$ cat src/core/irq_map_pkg.sv
// constants, layouts and types of the vectored interrupt map
// assumes one system clock and a byte-wide special-function-register port
// What this block does
// - each source has a fixed vector from 0x0003 to 0x009b, eight bytes apart
// - timer two goes to 0x002b, order 5, primary plus capture and low enables
// - timer three goes to 0x0073, order 14, enabled from extended enable one
// - timer four goes to 0x008b, order 17, enabled from extended enable two
// - timer five goes to 0x0093, order 18, enabled from extended enable two
// - conversion done goes to 0x0053, order 10, gated by its own enable and the global bit
// - eight-bit enable register, global bit 7, seven source enables below, reset 0
// - enable register sits at 0xa8 on every page and is bit-addressable
// - among equal priority, the lower vector order wins
// - with the global enable clear no request reaches the core
// - two priority bits per source give levels 0 to 3, 3 highest
// - requests are sampled and ranked every clock, one cycle to detect
package irq_map_pkg;
    localparam int NUM_SOURCES = 20;
    localparam int SRC_IDX_W = 5;
    localparam logic [7:0] IE_ADDR = 8'ha8;
    localparam logic [7:0] IE_RESET = 8'h00;
    localparam int IE_GLOBAL_BIT = 7;
    localparam int IE_SRC_BITS = 7;
    localparam int EXTENDED_ENABLE_ONE_SRC_BASE = 7;
    localparam int EXTENDED_ENABLE_ONE_SRC_BITS = 8;
    localparam int EXTENDED_ENABLE_TWO_SRC_BASE = 15;
    localparam int EXTENDED_ENABLE_TWO_SRC_BITS = 5;
    localparam logic [15:0] VECTOR_BASE = 16'h0003;
    localparam logic [15:0] VECTOR_STEP = 16'h0008;
    localparam logic [15:0] RESET_VECTOR = 16'h0000;
    localparam int SRC_TIMER_TWO = 5;
    localparam int SRC_CONVERSION_DONE = 10;
    localparam int SRC_TIMER_THREE = 14;
    localparam int SRC_TIMER_FOUR = 17;
    localparam int SRC_TIMER_FIVE = 18;
    localparam int DETECT_CYCLES = 1;
    localparam int CALL_CYCLES = 4;
    localparam int BEST_RESPONSE_CYCLES = DETECT_CYCLES + CALL_CYCLES;

    typedef struct packed {
        logic high_overflow_flag;
        logic high_from_capture;
        logic low_overflow_flag;
        logic capture_flag_en;
        logic low_flag_en;
    } timer_flags_type;

    typedef struct packed {
        logic valid;
        logic [1:0] level;
        logic [SRC_IDX_W-1:0] source;
        logic [15:0] vector;
    } irq_grant_type;
endpackage

$ cat src/core/vectored_interrupt_map.sv
// vectored interrupt map: enable register, gating, ranking, vector out
// assumes pending flags come from logic on clk; core takes vector on irq_req
`timescale 1ns/10ps
module vectored_interrupt_map
    import irq_map_pkg::*;
(
    input wire logic clk,
    input wire logic rst,
    input wire logic [7:0] sfr_addr,
    input wire logic sfr_wr,
    input wire logic [7:0] sfr_wdata,
    input wire logic sfr_rd,
    output logic [7:0] sfr_rdata,
    input wire logic [7:0] bit_addr,
    input wire logic bit_wr,
    input wire logic bit_wdata,
    input wire logic [NUM_SOURCES-1:0] src_pending,
    input timer_flags_type timer_two_flags,
    input timer_flags_type timer_three_flags,
    input timer_flags_type timer_four_flags,
    input timer_flags_type timer_five_flags,
    input wire logic conversion_done_flag,
    input wire logic [7:0] extended_enable_one,
    input wire logic [7:0] extended_enable_two,
    input wire logic [NUM_SOURCES-1:0] priority_low_bits,
    input wire logic [NUM_SOURCES-1:0] priority_high_bits,
    output logic irq_req,
    output logic [15:0] irq_vector,
    output logic [1:0] irq_level,
    output logic [SRC_IDX_W-1:0] irq_source,
    output logic global_irq_enable
);
    logic [7:0] interrupt_enable_mask_r;
    logic [7:0] ie_nxt;
    logic [7:0] rdata_r;
    irq_grant_type grant_r;
    irq_grant_type grant_nxt;
    logic [NUM_SOURCES-1:0] src_enable;
    logic [NUM_SOURCES-1:0] src_raw;
    logic [NUM_SOURCES-1:0] src_req;

    // timer request: high flag unless it came from a capture that is masked, or low flag when its enable is set
    function automatic logic timer_request(input timer_flags_type f);
        return (f.high_overflow_flag & (~f.high_from_capture | f.capture_flag_en))
            | (f.low_overflow_flag & f.low_flag_en);
    endfunction

    // vector for a source index
    function automatic logic [15:0] vector_of(input logic [SRC_IDX_W-1:0] idx);
        return VECTOR_BASE + (16'(idx) << 3);
    endfunction

    // register write decode, byte then bit access
    wire ie_byte_hit = sfr_wr && (sfr_addr == IE_ADDR);
    wire ie_bit_hit = bit_wr && (bit_addr[7:3] == IE_ADDR[7:3]);
    wire [2:0] ie_bit_sel = bit_addr[2:0];

    always_comb begin
        ie_nxt = interrupt_enable_mask_r;
        if (ie_byte_hit) begin
            ie_nxt = sfr_wdata;
        end else if (ie_bit_hit) begin
            ie_nxt[ie_bit_sel] = bit_wdata;
        end
    end

    // enable layout: ie bits 6..0, then extended one and two in order
    assign src_enable[IE_SRC_BITS-1:0] = interrupt_enable_mask_r[IE_SRC_BITS-1:0];
    assign src_enable[EXTENDED_ENABLE_ONE_SRC_BASE +: EXTENDED_ENABLE_ONE_SRC_BITS] = extended_enable_one[EXTENDED_ENABLE_ONE_SRC_BITS-1:0];
    assign src_enable[EXTENDED_ENABLE_TWO_SRC_BASE +: EXTENDED_ENABLE_TWO_SRC_BITS] = extended_enable_two[EXTENDED_ENABLE_TWO_SRC_BITS-1:0];

    // per-source raw request: generic flag, or the timer/converter terms
    genvar g;
    generate
        for (g = 0; g < NUM_SOURCES; g++) begin : g_raw
            if (g == SRC_TIMER_TWO) begin : g_t2
                assign src_raw[g] = timer_request(timer_two_flags);
            end else if (g == SRC_TIMER_THREE) begin : g_t3
                assign src_raw[g] = timer_request(timer_three_flags);
            end else if (g == SRC_TIMER_FOUR) begin : g_t4
                assign src_raw[g] = timer_request(timer_four_flags);
            end else if (g == SRC_TIMER_FIVE) begin : g_t5
                assign src_raw[g] = timer_request(timer_five_flags);
            end else if (g == SRC_CONVERSION_DONE) begin : g_adc
                assign src_raw[g] = conversion_done_flag;
            end else begin : g_gen
                assign src_raw[g] = src_pending[g];
            end
        end
    endgenerate

    assign global_irq_enable = interrupt_enable_mask_r[IE_GLOBAL_BIT];
    // level, not edge: a flag left set keeps asking
    assign src_req = src_raw & src_enable & {NUM_SOURCES{global_irq_enable}};

    // rank: highest level first, lowest index among equals
    always_comb begin
        logic [1:0] lvl;
        lvl = 2'd0;
        grant_nxt = '0;
        grant_nxt.vector = RESET_VECTOR;
        for (int i = 0; i < NUM_SOURCES; i++) begin
            lvl = {priority_high_bits[i], priority_low_bits[i]};
            if (src_req[i] && (!grant_nxt.valid || lvl > grant_nxt.level)) begin
                grant_nxt.valid = 1'b1;
                grant_nxt.level = lvl;
                grant_nxt.source = SRC_IDX_W'(i);
                grant_nxt.vector = vector_of(SRC_IDX_W'(i));
            end
        end
    end

    always_ff @(posedge clk or posedge rst) begin
        if (rst) begin
            interrupt_enable_mask_r <= IE_RESET;
        end else begin
            interrupt_enable_mask_r <= ie_nxt;
        end
    end

    always_ff @(posedge clk or posedge rst) begin
        if (rst) begin
            rdata_r <= 8'h00;
        end else begin
            rdata_r <= (sfr_rd && sfr_addr == IE_ADDR) ? interrupt_enable_mask_r : 8'h00;
        end
    end

    // one detect cycle; reset parks the vector at zero, unmaskable
    always_ff @(posedge clk or posedge rst) begin
        if (rst) begin
            grant_r <= '0;
        end else begin
            grant_r <= grant_nxt;
        end
    end

    assign sfr_rdata = rdata_r;
    assign irq_req = grant_r.valid;
    assign irq_vector = grant_r.vector;
    assign irq_level = grant_r.level;
    assign irq_source = grant_r.source;
endmodule // vectored_interrupt_map

$ cat config.mk
export PLATFORM = sky130hd
export DESIGN_NAME = vectored_interrupt_map
export DESIGN_NICKNAME = d
export VERILOG_FILES = /design/src/core/irq_map_pkg.sv /design/src/core/vectored_interrupt_map.sv
export SDC_FILE = /design/constraint.sdc
export NUM_CORES = 1
export LEC_CHECK = 0
export ABC_AREA = 1
export BUFFER_PORTS_ARGS = -buffer_cell sky130_fd_sc_hd__clkbuf_2
export CORE_AREA = 5 5 108 80
export DETAILED_ROUTE_END_ITERATION = 8
export DIE_AREA = 0 0 113 85
export PLACE_DENSITY = 0.85
export SYNTH_ARGS = -nofsm -noshare
export SYNTH_HDL_FRONTEND = slang
export SYNTH_SLANG_ARGS = --single-unit
$ cat constraint.sdc
create_clock -name clk -period 23.7 [get_ports clk]
set_input_delay 1.185 -clock clk [delete_from_list [all_inputs] [get_ports clk]]
set_output_delay 1.185 -clock clk [all_outputs]
set_load 0.01 [all_outputs]
==> impl_metrics.env <==
export IMPL_grtUsageTotal_pct=18.7
export IMPL_fin_ws_ns=2.29
export IMPL_finalCritPeriodShare_pct=90.3
export IMPL_fmax_mhz=46.7
export IMPL_numPortBuffers=142
export IMPL_ctsHoldBuffers=0
export IMPL_period_needed_ns=21.41
export IMPL_end_kind="flip-flop"
export IMPL_stdcell_count=759
export IMPL_syn2layout_area_growth_pct=24.4
export IMPL_syn_cell_area_mm2=0.00326
export IMPL_crit_path_start_kind="flip-flop"
export IMPL_num_vias=3718
export IMPL_fin_nets=813
export IMPL_critPathTopFamily="simple AND/OR/NAND/NOR gates"
export IMPL_drcViolationCount=0
export IMPL_synth_cell_types=34
export IMPL_mostFrequentLayoutCells="clkbuf_2, nand2_1, inv_1"
export IMPL_required_ns=23.91
export IMPL_antenna_found_initial=0
export IMPL_criticalPathCategory="reg -> reg"
export IMPL_grt_pass1_wl_um=15500
export IMPL_dp_hpwl_um=7980
export IMPL_rows=27
export IMPL_cts_reportedPaths_clkPinSlew_ns=0.09
export IMPL_drv_slew=0
export IMPL_numCtsBuffers=3
export IMPL_power_share_sequential_pct=27.5
export IMPL_grt_start_max_net_pins=25
export IMPL_die_h_um=85
export IMPL_synth_edf_count=0
export IMPL_dpl_instance_area_mm2=0.00399
export IMPL_crit_buf_inv=13
export IMPL_ys_flop_type="dfrtp_1"
export IMPL_overflow=0
export IMPL_p_sw_share_pct=41.1
export IMPL_cp_arrival_ns=21.62
export IMPL_ios=160
export IMPL_met3_usage_pct=4.13
export IMPL_vias_per_cell=4.90
export IMPL_pre_cts_ws_ns=2.40
export IMPL_cts_sinks=24
export IMPL_start_util_pct=43.3
export IMPL_cts_resized=0
export IMPL_crit_start="interrupt_enable_mask_r[7]"
export IMPL_ir_drop_v=0.0000331
export IMPL_p_leak_nw=2.62
export IMPL_fin_tns_setup_ns=0
export IMPL_cts_tree="done"
export IMPL_yosysSeqAreaShare_pct=18.4
export IMPL_skew_ns=0.00342
export IMPL_clockBufferDepth=2
export IMPL_diodes=0
export IMPL_busiest_layer="met2"
export IMPL_hp_class="reg -> reg"
export IMPL_p_int_w=0.000111
export IMPL_placedCellCount=755
export IMPL_worstMarginPinSlew_ns=0.954
export IMPL_power_density_mw_per_mm2=46.6
export IMPL_synth_area_per_cell_um2=6.23
export IMPL_drive_above_1_share_pct=31.8
export IMPL_hold_viol=0
export IMPL_die_area_mm2=0.00961
export IMPL_combPwrFrac_pct=53.5
export IMPL_rsz0062_at_grt="false"
export IMPL_die_w_um=113
export IMPL_synth_top_area_cell="dfrtp_1"
export IMPL_power_frac_clock_pct=19.0
export IMPL_layout_commonest_cell="clkbuf_2"
export IMPL_first_pass_iters=5
export IMPL_cts_setup_buffers=0
export IMPL_relSlewSlack_pct=36.4
export IMPL_grt_pass1_vias=3709
export IMPL_status="completed"
export IMPL_wl_per_cell_um=12.0
export IMPL_wl_um=9120
export IMPL_gp_congestion=0.920
export IMPL_cts_root_buf="clkbuf_8"
export IMPL_design_power_total_w=0.000189
export IMPL_ctsHtreeMaxLevel=1
export IMPL_yosys_top_cells_area="dfrtp_1, nand2_1, inv_1"
export IMPL_ys_ff_latch=24
export IMPL_clk_latency_ns=0.27
export IMPL_crit_fanout=21
export IMPL_ant_nets=0
export IMPL_yosysWarnings=0
export IMPL_core_mm2=0.00753
export IMPL_setup_violations=0
export IMPL_stdcell_area_mm2=0.00406
export IMPL_use_met2_pct=36.0
export IMPL_slowest_stage="dfrtp_1"
export IMPL_worstHoldStart="interrupt_enable_mask_r[6]"
export IMPL_use_met1_pct=21.7
export IMPL_async_reset_ff_share_pct=100
export IMPL_synth_top_area_share_pct=18.4
export IMPL_maxCapViolCount=0
export IMPL_switching_power_w=0.0000778
export IMPL_reg2reg_from="interrupt_enable_mask_r[7]"
export IMPL_syn_instance_count=524
export IMPL_slowest_delay_ns=0.96
export IMPL_drt_iter0_markers=222
## worst register-to-register path, delay by kind of cell, from the launching register on
family / cells / cell delay, ns
flip-flops: 1 / 0.96
buffers and inverters: 13 / 0.83
AND/OR/NAND/NOR: 79 / 8.59
adder cells (fa/ha/maj): 19 / 5.28
AO/OA/AOI/OAI: 30 / 5.67
## final timing paths
kind / endpoint / slack, ns / depth (start not counted)
worst max-delay path: irq_source[2] / 2.29 / 141
worst min-delay path: sfr_rdata[6] / 0.53 / 2
worst max register to register: irq_source[2] / 2.29 / 141
worst min register to register: sfr_rdata[6] / 0.53 / 2
max in group asynchronous: interrupt_enable_mask_r[1] / 22.02 / 2
min in group asynchronous: irq_level[1] / 1.10 / 2
## flip-flops by register name (all words and copies together), names as in the netlist
signal	flops
irq_vector	2
interrupt_enable_mask_r	8
irq_source	4
sfr_rdata	8
irq_level	2
## stage by stage
step | hold WS [ns] | util [%]
after global placement | 0.516 | 52.9
after CTS | 0.533 | 53.9
after global routing | 0.561 | 53.9
after detailed placement | 0.520 | 52.9
final | 0.529 | 53.9
after floorplan | 0.472 | -
## cells by family (layout without fill, tap and decap cells)
family / Yosys count / in the layout / synth area share, %
fa+ha+maj: 27 / 27 / 10.4
compound gates: 56 / 56 / 9.55
buf+inv: 118 / 244 / 15.6
other cells: 1 / 9 / 0.115
simple gates: 298 / 298 / 45.9
flops: 24 / 24 / 18.4
## final cells by class
type	count	area, um2
clock buffer	3	41.3
clock inverter	1	30.0
fill	736	3470
inverter	98	368
multi-input combinational	390	2180
sequential	24	601
tap	101	126
timing repair buffer	142	711
## power by group through the flow
stage	logic, W	registers [W]	clock network, W
3_5_place_dp	0.000101	0.0000531	0
4_1_cts	0.000101	0.0000522	0.0000374
3_3_place_gp	0.0000957	0.0000528	0
5_1_grt	0.000117	0.0000531	0.0000385
6_report	0.000101	0.0000521	0.0000360
2_1_floorplan	0.0000747	0.0000526	0
## routing by layer
| metal | wire length, um | up-vias |
|---|---|---|
| met5 | 0 | - |
| met4 | 122 | 0 |
| met3 | 815 | 17 |
| met2 | 4490 | 149 |
| met1 | 3700 | 1652 |
| li1 | - | 1900 |
## cells in the mapped netlist, types with 2 or more instances
cell,count
a21oi_1,5
a22oi_1,4
a31oi_1,7
and2_1,6
buf_4,16
clkbuf_1,3
dfrtp_1,24
ha_1,27
inv_1,95
inv_2,2
nand2_1,123
nand2_2,27
nand2_4,9
nand3_1,45
nand3_2,17
nand4_1,2
nor2_1,49
nor3_1,6
nor4_1,3
o211ai_1,2
o21ai_0,32
o21ai_1,3
or2_2,6
Note: power is estimated with default switching activity, not from simulation.
